<file path="config.mk">
export PLATFORM = sky130hd
export DESIGN_NAME = anbpa_regs
export DESIGN_NICKNAME = d
export VERILOG_FILES = /design/src/anbpa_pkg.sv /design/src/anbpa_regs.sv
export VERILOG_INCLUDE_DIRS = /design/src
export SDC_FILE = /design/constraint.sdc
export NUM_CORES = 1
export LEC_CHECK = 0
export BUFFER_PORTS_ARGS = -buffer_cell sky130_fd_sc_hd__buf_2
export CELL_PAD_IN_SITES_DETAIL_PLACEMENT = 0
export CELL_PAD_IN_SITES_GLOBAL_PLACEMENT = 1
export CORE_MARGIN = 5
export CORE_UTILIZATION = 35
export CTS_BUF_LIST = sky130_fd_sc_hd__clkbuf_8
export DETAILED_ROUTE_END_ITERATION = 16
export MAX_ROUTING_LAYER = met4
export PLACE_DENSITY_LB_ADDON = 0.1
export SLEW_MARGIN = 20
export SYNTH_ARGS = -nofsm -noshare
export SYNTH_HDL_FRONTEND = slang
export SYNTH_SLANG_ARGS = --single-unit
</file>
<file path="constraint.sdc">
create_clock -name mclk_i -period 3 [get_ports mclk_i]
set_input_delay 0.6 -clock mclk_i [delete_from_list [all_inputs] [get_ports mclk_i]]
set_output_delay 0.6 -clock mclk_i [all_outputs]
set_load 0.005 [all_outputs]
</file>
<file path="src/anbpa_defs.svh">
// Offsets, field positions, reset values and counts of the base page advertisement bank
`ifndef ANBPA_DEFS_SVH
`define ANBPA_DEFS_SVH

// ==========================================================
// Management addressing
`define ANBPA_DEV_AN        5'h07
`define ANBPA_OFF_LOW       16'h0010
`define ANBPA_OFF_MID       16'h0011
`define ANBPA_OFF_HIGH      16'h0012

// ==========================================================
// Reset values, write mask and random source taps
`define ANBPA_RST_LOW       16'h1001
`define ANBPA_RST_MID       16'h0080
`define ANBPA_RST_HIGH      16'h4000
`define ANBPA_LOW_WMASK     16'hBFFF
`define ANBPA_LFSR_SEED     16'hACE1
`define ANBPA_LFSR_TAPS     16'hB400

// ==========================================================
// Fields of the low word (same positions as codeword D15..D0)
`define ANBPA_NP_BIT        15
`define ANBPA_ACK_BIT       14
`define ANBPA_RF_BIT        13
`define ANBPA_PAUSE_MSB     12
`define ANBPA_PAUSE_LSB     10
`define ANBPA_ECHO_MSB      9
`define ANBPA_ECHO_LSB      5
`define ANBPA_SEL_MSB       4
`define ANBPA_SEL_LSB       0

// ==========================================================
// Codeword positions of the mid and high words
`define ANBPA_CW_MID_MSB    31
`define ANBPA_CW_MID_LSB    21
`define ANBPA_MID_MSB       15
`define ANBPA_MID_LSB       5
`define ANBPA_CW_TOK_MSB    20
`define ANBPA_CW_TOK_LSB    16
`define ANBPA_CW_HIGH_MSB   47
`define ANBPA_CW_HIGH_LSB   32

// ==========================================================
// Serial frame counts
`define ANBPA_PRE_ONES      6'd32
`define ANBPA_HDR_LAST      6'd12
`define ANBPA_DATA_LAST     6'd15

`endif

</file>
<file path="src/anbpa_pkg.sv">
// Types of the base page advertisement bank
package anbpa_pkg;

   // ==========================================================
   // Serial frame states
   typedef enum logic [1:0] {
      ANBPA_S_PRE  = 2'b00,
      ANBPA_S_HDR  = 2'b01,
      ANBPA_S_TA   = 2'b10,
      ANBPA_S_DATA = 2'b11
   } anbpa_state_t;

   // ==========================================================
   // Management frame operations
   typedef enum logic [1:0] {
      ANBPA_OP_ADDR  = 2'b00,
      ANBPA_OP_WRITE = 2'b01,
      ANBPA_OP_RDINC = 2'b10,
      ANBPA_OP_READ  = 2'b11
   } anbpa_op_t;

endpackage : anbpa_pkg

</file>
<file path="src/anbpa_regs.sv">
// Base page advertisement registers with a serial management slave
`include "anbpa_defs.svh"

// Contract
// RULE_01: Next-page field drives D15, resets zero
// RULE_02: Acknowledge position always reads zero
// RULE_03: Remote-fault field drives D13, resets zero
// RULE_04: Pause bits drive D12:D10, reset 100
// RULE_05: Echo written value until nonces exchanged
// RULE_06: Echo field reads back last written value
// RULE_07: Selector drives D4:D0, resets 00001
// RULE_08: Mid word bits 15:8 drive D31:D24
// RULE_09: Tech bit 2 drives D23, resets one
// RULE_10: Software keeps tech bit 1 zero
// RULE_11: Tech bit 0 drives D21, resets zero
// RULE_12: Sent nonce from internal random source
// RULE_13: FEC request drives D47, resets zero
// RULE_14: FEC capability drives D46, resets one
// RULE_15: High word bits 13:0 drive D45:D32
// RULE_16: Only clause 45 frames to device seven
// RULE_17: Assemble base page at negotiation start
module anbpa_regs
   import anbpa_pkg::*;
#(
   parameter logic [4:0] PORT_ADDR = 5'h00
) (
   input  wire logic        mclk_i,
   input  wire logic        reset_i,
   input  wire logic        mdc_i,
   input  wire logic        mdio_i,
   output logic             mdio_o,
   output logic             mdio_oe_o,
   input  wire logic        an_start_i,
   input  wire logic        base_page_ack_i,
   input  wire logic        nonce_match_i,
   input  wire logic [4:0]  lp_token_i,
   output logic [47:0]      base_page_o
);

   // ==========================================================
   // Pin synchronisers and filtered levels
   logic mdc_s1, mdc_s2, mdc_s3, mdc_lvl, next_mdc_lvl;
   logic mdio_s1, mdio_s2, mdio_s3, mdio_lvl, next_mdio_lvl;
   logic mdc_rise;
   logic din;

   // Level changes once second and third stage agree
   always_comb begin
      next_mdc_lvl  = (mdc_s2 == mdc_s3) ? mdc_s3 : mdc_lvl;
      next_mdio_lvl = (mdio_s2 == mdio_s3) ? mdio_s3 : mdio_lvl;
      mdc_rise      = next_mdc_lvl & ~mdc_lvl;
      din           = next_mdio_lvl;
   end

   // Three stage capture
   always_ff @(posedge mclk_i) begin
      if (reset_i) begin
         mdc_s1   <= 1'b0;
         mdc_s2   <= 1'b0;
         mdc_s3   <= 1'b0;
         mdc_lvl  <= 1'b0;
         mdio_s1  <= 1'b1;
         mdio_s2  <= 1'b1;
         mdio_s3  <= 1'b1;
         mdio_lvl <= 1'b1;
      end else begin
         mdc_s1   <= mdc_i;
         mdc_s2   <= mdc_s1;
         mdc_s3   <= mdc_s2;
         mdc_lvl  <= next_mdc_lvl;
         mdio_s1  <= mdio_i;
         mdio_s2  <= mdio_s1;
         mdio_s3  <= mdio_s2;
         mdio_lvl <= next_mdio_lvl;
      end
   end

   // ==========================================================
   // Register storage
   logic [15:0] adv_low, adv_mid, adv_high;
   logic [15:0] next_adv_low, next_adv_mid, next_adv_high;

   // Read value of one register address
   function automatic logic [15:0] read_word(input logic [15:0] a, input logic [15:0] lo,
                                             input logic [15:0] mi, input logic [15:0] hi);
      case (a)
         `ANBPA_OFF_LOW:  read_word = lo & `ANBPA_LOW_WMASK;
         `ANBPA_OFF_MID:  read_word = mi;
         `ANBPA_OFF_HIGH: read_word = hi;
         default:         read_word = 16'h0000;
      endcase
   endfunction

   // ==========================================================
   // Serial frame engine
   anbpa_state_t state, next_state;
   logic [5:0]   cnt, next_cnt;
   logic [12:0]  hdr, next_hdr;
   logic [15:0]  wsh, next_wsh;
   logic [15:0]  rsh, next_rsh;
   logic [15:0]  addr, next_addr;
   logic         next_mdio_o, next_mdio_oe;
   logic         hit;
   logic         wr_fire;
   logic [15:0]  wr_word;
   anbpa_op_t    op;

   // Frame decode and next values
   always_comb begin
      next_state   = state;
      next_cnt     = cnt;
      next_hdr     = hdr;
      next_wsh     = wsh;
      next_rsh     = rsh;
      next_addr    = addr;
      next_mdio_o  = mdio_o;
      next_mdio_oe = mdio_oe_o;
      wr_fire      = 1'b0;
      wr_word      = {wsh[14:0], din};
      op           = anbpa_op_t'(hdr[11:10]);
      hit          = ~hdr[12] && (hdr[9:5] == PORT_ADDR)
                     && (hdr[4:0] == `ANBPA_DEV_AN); // RULE_16
      if (mdc_rise) begin
         case (state)
            ANBPA_S_PRE: begin
               if (din) begin
                  next_cnt = (cnt == `ANBPA_PRE_ONES) ? cnt : cnt + 6'd1;
               end else if (cnt == `ANBPA_PRE_ONES) begin
                  next_state = ANBPA_S_HDR;
                  next_cnt   = 6'd0;
               end else begin
                  next_cnt = 6'd0;
               end
            end
            ANBPA_S_HDR: begin
               next_hdr = {hdr[11:0], din};
               if (cnt == `ANBPA_HDR_LAST) begin
                  next_state = ANBPA_S_TA;
                  next_cnt   = 6'd0;
               end else begin
                  next_cnt = cnt + 6'd1;
               end
            end
            ANBPA_S_TA: begin
               if (cnt == 6'd0) begin
                  next_cnt = 6'd1;
                  if (hit && op[1]) begin
                     next_mdio_oe = 1'b1;
                     next_mdio_o  = 1'b0;
                  end
               end else begin
                  next_rsh    = read_word(addr, adv_low, adv_mid, adv_high); // RULE_02 RULE_06
                  next_mdio_o = mdio_oe_o & next_rsh[15];
                  next_state  = ANBPA_S_DATA;
                  next_cnt    = 6'd0;
               end
            end
            ANBPA_S_DATA: begin
               next_wsh    = wr_word;
               next_rsh    = {rsh[14:0], 1'b0};
               next_mdio_o = mdio_oe_o & rsh[14];
               if (cnt == `ANBPA_DATA_LAST) begin
                  next_mdio_oe = 1'b0;
                  next_mdio_o  = 1'b0;
                  next_state   = ANBPA_S_PRE;
                  next_cnt     = 6'd0;
                  if (hit) begin // RULE_16
                     case (op)
                        ANBPA_OP_ADDR:  next_addr = wr_word;
                        ANBPA_OP_WRITE: wr_fire = 1'b1;
                        ANBPA_OP_RDINC: next_addr = addr + 16'h0001;
                        default:        next_addr = addr;
                     endcase
                  end
               end else begin
                  next_cnt = cnt + 6'd1;
               end
            end
            default: begin
               next_state = ANBPA_S_PRE;
               next_cnt   = 6'd0;
            end
         endcase
      end
   end

   // Frame engine registers
   always_ff @(posedge mclk_i) begin
      if (reset_i) begin
         state     <= ANBPA_S_PRE;
         cnt       <= 6'd0;
         hdr       <= 13'h1FFF;
         wsh       <= 16'h0000;
         rsh       <= 16'h0000;
         addr      <= 16'h0000;
         mdio_o    <= 1'b0;
         mdio_oe_o <= 1'b0;
      end else begin
         state     <= next_state;
         cnt       <= next_cnt;
         hdr       <= next_hdr;
         wsh       <= next_wsh;
         rsh       <= next_rsh;
         addr      <= next_addr;
         mdio_o    <= next_mdio_o;
         mdio_oe_o <= next_mdio_oe;
      end
   end

   // ==========================================================
   // Register writes
   always_comb begin
      next_adv_low  = adv_low;
      next_adv_mid  = adv_mid;
      next_adv_high = adv_high;
      if (wr_fire) begin
         case (addr)
            `ANBPA_OFF_LOW:  next_adv_low = wr_word & `ANBPA_LOW_WMASK; // RULE_02
            `ANBPA_OFF_MID:  next_adv_mid = wr_word;
            `ANBPA_OFF_HIGH: next_adv_high = wr_word;
            default:         next_adv_low = adv_low;
         endcase
      end
   end

   // Register storage with documented reset values
   always_ff @(posedge mclk_i) begin
      if (reset_i) begin
         adv_low  <= `ANBPA_RST_LOW;
         adv_mid  <= `ANBPA_RST_MID;
         adv_high <= `ANBPA_RST_HIGH;
      end else begin
         adv_low  <= next_adv_low;
         adv_mid  <= next_adv_mid;
         adv_high <= next_adv_high;
      end
   end

   // ==========================================================
   // Random source and codeword assembly
   logic [15:0] lfsr, next_lfsr;
   logic [47:0] next_page;
   logic [4:0]  echo_tx;

   // Galois shift and page build
   always_comb begin
      next_lfsr = {1'b0, lfsr[15:1]} ^ (lfsr[0] ? `ANBPA_LFSR_TAPS : 16'h0000);
      echo_tx   = nonce_match_i ? lp_token_i
                  : adv_low[`ANBPA_ECHO_MSB:`ANBPA_ECHO_LSB]; // RULE_05
      next_page = base_page_o;
      if (an_start_i) begin
         next_page[`ANBPA_CW_HIGH_MSB:`ANBPA_CW_HIGH_LSB] = adv_high; // RULE_13 RULE_14 RULE_15
         next_page[`ANBPA_CW_MID_MSB:`ANBPA_CW_MID_LSB]
            = adv_mid[`ANBPA_MID_MSB:`ANBPA_MID_LSB]; // RULE_08 RULE_09 RULE_11
         next_page[`ANBPA_CW_TOK_MSB:`ANBPA_CW_TOK_LSB] = lfsr[4:0]; // RULE_12
         next_page[15:0] = adv_low; // RULE_01 RULE_03 RULE_04 RULE_07 RULE_17
      end
      next_page[`ANBPA_ACK_BIT] = base_page_ack_i;
      next_page[`ANBPA_ECHO_MSB:`ANBPA_ECHO_LSB] = echo_tx; // RULE_05
   end

   // Codeword registers
   always_ff @(posedge mclk_i) begin
      if (reset_i) begin
         lfsr        <= `ANBPA_LFSR_SEED;
         base_page_o <= 48'h0000_0000_0000;
      end else begin
         lfsr        <= next_lfsr;
         base_page_o <= next_page;
      end
   end
endmodule : anbpa_regs

</file>
==> load_flow_metrics.sql <==
INSERT INTO impl_metrics (metric_group, metric, value, unit) VALUES
('timing', 'finClkSkew', '0.0218', 'ns'),
('setup_path', 'worstPathArrival', '2.79', 'ns'),
('synth', 'yosysTopAreaCellShare', '48.9', '%'),
('synth', 'ys.warnings.count', '0', ''),
('timing', 'worst_slew_margin_rel', '35.4', '%'),
('floorplanning', 'num_rows', '54', ''),
('clock_tree', 'ctsHtreeMaxLevel', '4', ''),
('status', 'outcome', 'finished, final reports clean', ''),
('timing', 'worst_hold_slack', '0.312', 'ns'),
('setup_path', 'critical_path.startpoint_type', 'register', ''),
('timing', 'setup_ws', '0.605', 'ns'),
('clock_tree', 'clockRootBuffer', 'clkbuf_8', ''),
('timing', 'worst-slew-pin-transition', '0.969', 'ns'),
('setup_path', 'reg2reg_depth', '6', ''),
('synth', 'most_used_flip_flop_cell_after_synthesis', 'dfxtp_1', ''),
('layout', 'nFillCells', '2214', ''),
('run', 'cap_violations', '0', ''),
('floorplanning', 'core_area', '0.0218', 'sq mm'),
('place', 'hpwl_detailed', '14.0', 'mm'),
('setup_path', 'cp_top_delay_family', 'simple AND/OR/NAND/NOR gates', ''),
('synth', 'post_synth_num_cell_types', '60', ''),
('synth', 'synth_top_cell_by_area', 'dfxtp_1', ''),
('clock_tree', 'cts_resized', '0', ''),
('global_routing', 'grt.total_usage', '17.0', '%'),
('layout', 'layout_nets', '906', ''),
('synth', 'synthMostInstantiatedCell', 'dfxtp_1', ''),
('global_routing', 'grt_first_pass_wirelength', '32.8', 'mm'),
('place', 'placement.setup.worst_slack', '0.604', 'ns'),
('route', 'ant_nets', '0', ''),
('pwr', 'power_density', '509', 'mW/mm^2'),
('synth', 'yosys-top-cells-count', 'dfxtp_1, nand2_1, mux2i_1, nor2_1, a21oi_1', ''),
('setup_path', 'timing.critical_path.buf_inv', '1', ''),
('setup_path', 'worstPathCellList', 'nor4b_1 -> nand4_1 -> nor4_2 -> buf_4 -> and2_1 -> mux2i_1', ''),
('clock_tree', 'cts-root-to-sink-buffers', '2', ''),
('pwr', 'power.ir.vdd_worst', '222', 'uV'),
('global_routing', 'maximum_number_of_pins_on_one_net_before_global_route_repair', '117', ''),
('layout', 'layout-drive-gt1-share', '14.6', '%'),
('layout', 'area_growth_syn_to_layout', '12.4', '%'),
('floorplanning', 'dieArea', '0.0251', 'sq mm'),
('synth', 'post_synthesis_adder_cell_area_fraction', '1.92', '%'),
('synth', 'synthesized_flop_and_latch_total', '188', ''),
('synth', 'synth_simple_gate_area_share', '20.0', '%'),
('floorplanning', 'die_h', '158', 'microns'),
('timing', 'final_max_slew_viol_count', '0', ''),
('route', 'drt-initial-drc-count', '410', ''),
('min_path', 'min_delay_path_depth', '2', ''),
('setup_path', 'regToRegSetupSlack', '0.60', 'ns'),
('clock_tree', 'worstSkewPairLatency', '0.48', 'ns'),
('timing', 'maxClockFrequency', '0.418', 'GHz'),
('floorplanning', 'die_w', '158', 'microns'),
('route', 'post_drt_wl_per_cell', '17.1', 'microns'),
('min_path', 'hold_end', 'mdio_s1$_SDFF_PP1_', ''),
('timing', 'post-route-min-period', '2.40', 'ns'),
('synth', 'post_synth_mux_area_share', '11.7', '%'),
('global_routing', 'overflow', '0', ''),
('synth', 'synthCells', '845', ''),
('clock_tree', 'cts.sinks', '188', ''),
('synth', 'synth.cell_area', '0.00770', 'sq mm'),
('synth', 'synth_seq_area_share', '48.9', '%'),
('clock_tree', 'post_cts.repair.setup_buffers', '0', ''),
('setup_path', 'endpoint_kind', 'register', ''),
('timing', 'setup_viol_count_final', '0', ''),
('layout', 'final_core_utilization', '39.8', '%'),
('synth', 'synth_edf_count', '0', ''),
('place', 'finalWeightedCongestion', '0.814', ''),
('route', 'finalWirelength', '20.1', 'mm'),
('setup_path', 'critical_path_peak_fanout', '12', ''),
('synth', 'synthArstFlopShare', '0', '%'),
('setup_path', 'reg2reg_from', 'addr[2]$_SDFFE_PP0P_', ''),
('clock_tree', 'tritoncts.num_buffers', '17', ''),
('synth', 'synth_compound_area_share', '12.5', '%');
routing by layer:
metal | GRT usage, % | up-vias | part of all wire [%]
met4 | 5.12 | 0 | 1.5
met5 | - | - | 0
met3 | 2.77 | 29 | 4.0
li1 | - | 3028 | -
met2 | 26.9 | 148 | 47
met1 | 22.5 | 2917 | 47
flip-flops by register name (all words and copies together) (netlist names), 13 cells and up:
name         flops
hdr             13
adv_high        16
base_page_o     48
addr            16
adv_mid         16
lfsr            16
wsh             15
adv_low         15
rsh             15
power breakdown:
group	internal, W	switching (W)
Sequential	0.00252	0.0000137
Combinational	0.0000554	0.0000827
Clock	0.000662	0.00106
cell usage in the layout (no fill, tap or decap), types with 11 or more instances in the layout:
| cell | instances |
|---|---|
| mux2i_1 | 90 |
| buf_4 | 14 |
| ha_1 | 11 |
| a221oi_1 | 15 |
| nor2_1 | 76 |
| nand3_1 | 23 |
| a222oi_1 | 15 |
| nor3_1 | 11 |
| a211oi_1 | 11 |
| a21oi_1 | 41 |
| nand2_1 | 140 |
| clkbuf_8 | 18 |
| inv_1 | 24 |
| o21ai_0 | 30 |
| dfxtp_1 | 188 |
| buf_2 | 60 |
| nor2b_1 | 13 |
logic make-up (layout without fill, tap and decap cells):
logic type | Yosys count | after routing
DFF | 188 | 188
AOI/OAI and AO/OA | 141 | 141
adders and majority gates | 12 | 12
and+or+nand+nor | 326 | 326
buffers and inverters | 81 | 132
muxes | 90 | 90
xor gates and xnor gates | 7 | 7
stage by stage:
step,instances,area (sq um)
floorplan,845,7700
global placement,1144,8240
detailed placement,1144,8240
CTS,1176,8650
global route,1176,8650
finish,1176,8650
worst max path at each step:
stage / cells after the start / from / slack, ns / endpoint
2_1_floorplan: 8 / state[1]$_SDFFE_PP0P_ / 0.91 / adv_high[14]$_SDFFE_PP1P_
3_3_place_gp: 6 / addr[2]$_SDFFE_PP0P_ / 0.67 / adv_low[7]$_SDFFE_PP0P_
3_5_place_dp: 6 / addr[2]$_SDFFE_PP0P_ / 0.60 / adv_low[10]$_SDFFE_PP0P_
4_1_cts: 6 / addr[2]$_SDFFE_PP0P_ / 0.55 / adv_low[7]$_SDFFE_PP0P_
5_1_grt: 7 / cnt[0]$_SDFFE_PP0P_ / 0.36 / rsh[14]$_SDFFE_PP0P_
6_report: 6 / addr[2]$_SDFFE_PP0P_ / 0.60 / adv_low[7]$_SDFFE_PP0P_
worst register-to-register path, delay by kind of cell, from the launching register on:
family | cells | cell delay (ns)
simple gates | 4 | 1.41
flops | 1 | 0.38
buf+inv | 1 | 0.28
mux | 1 | 0.25
cell type report:
cell class	instances	area, sq um	area share, %
Inverter	25	93.8	1.08
Sequential cell	188	3760	43.5
Tap cell	280	350	4.05
Clock inverter	14	163	1.88
Multi-Input combinational cell	576	3610	41.7
Timing Repair Buffer	75	425	4.92
Clock buffer	18	248	2.86
No activity file was read; power rests on OpenSTA's default activity.
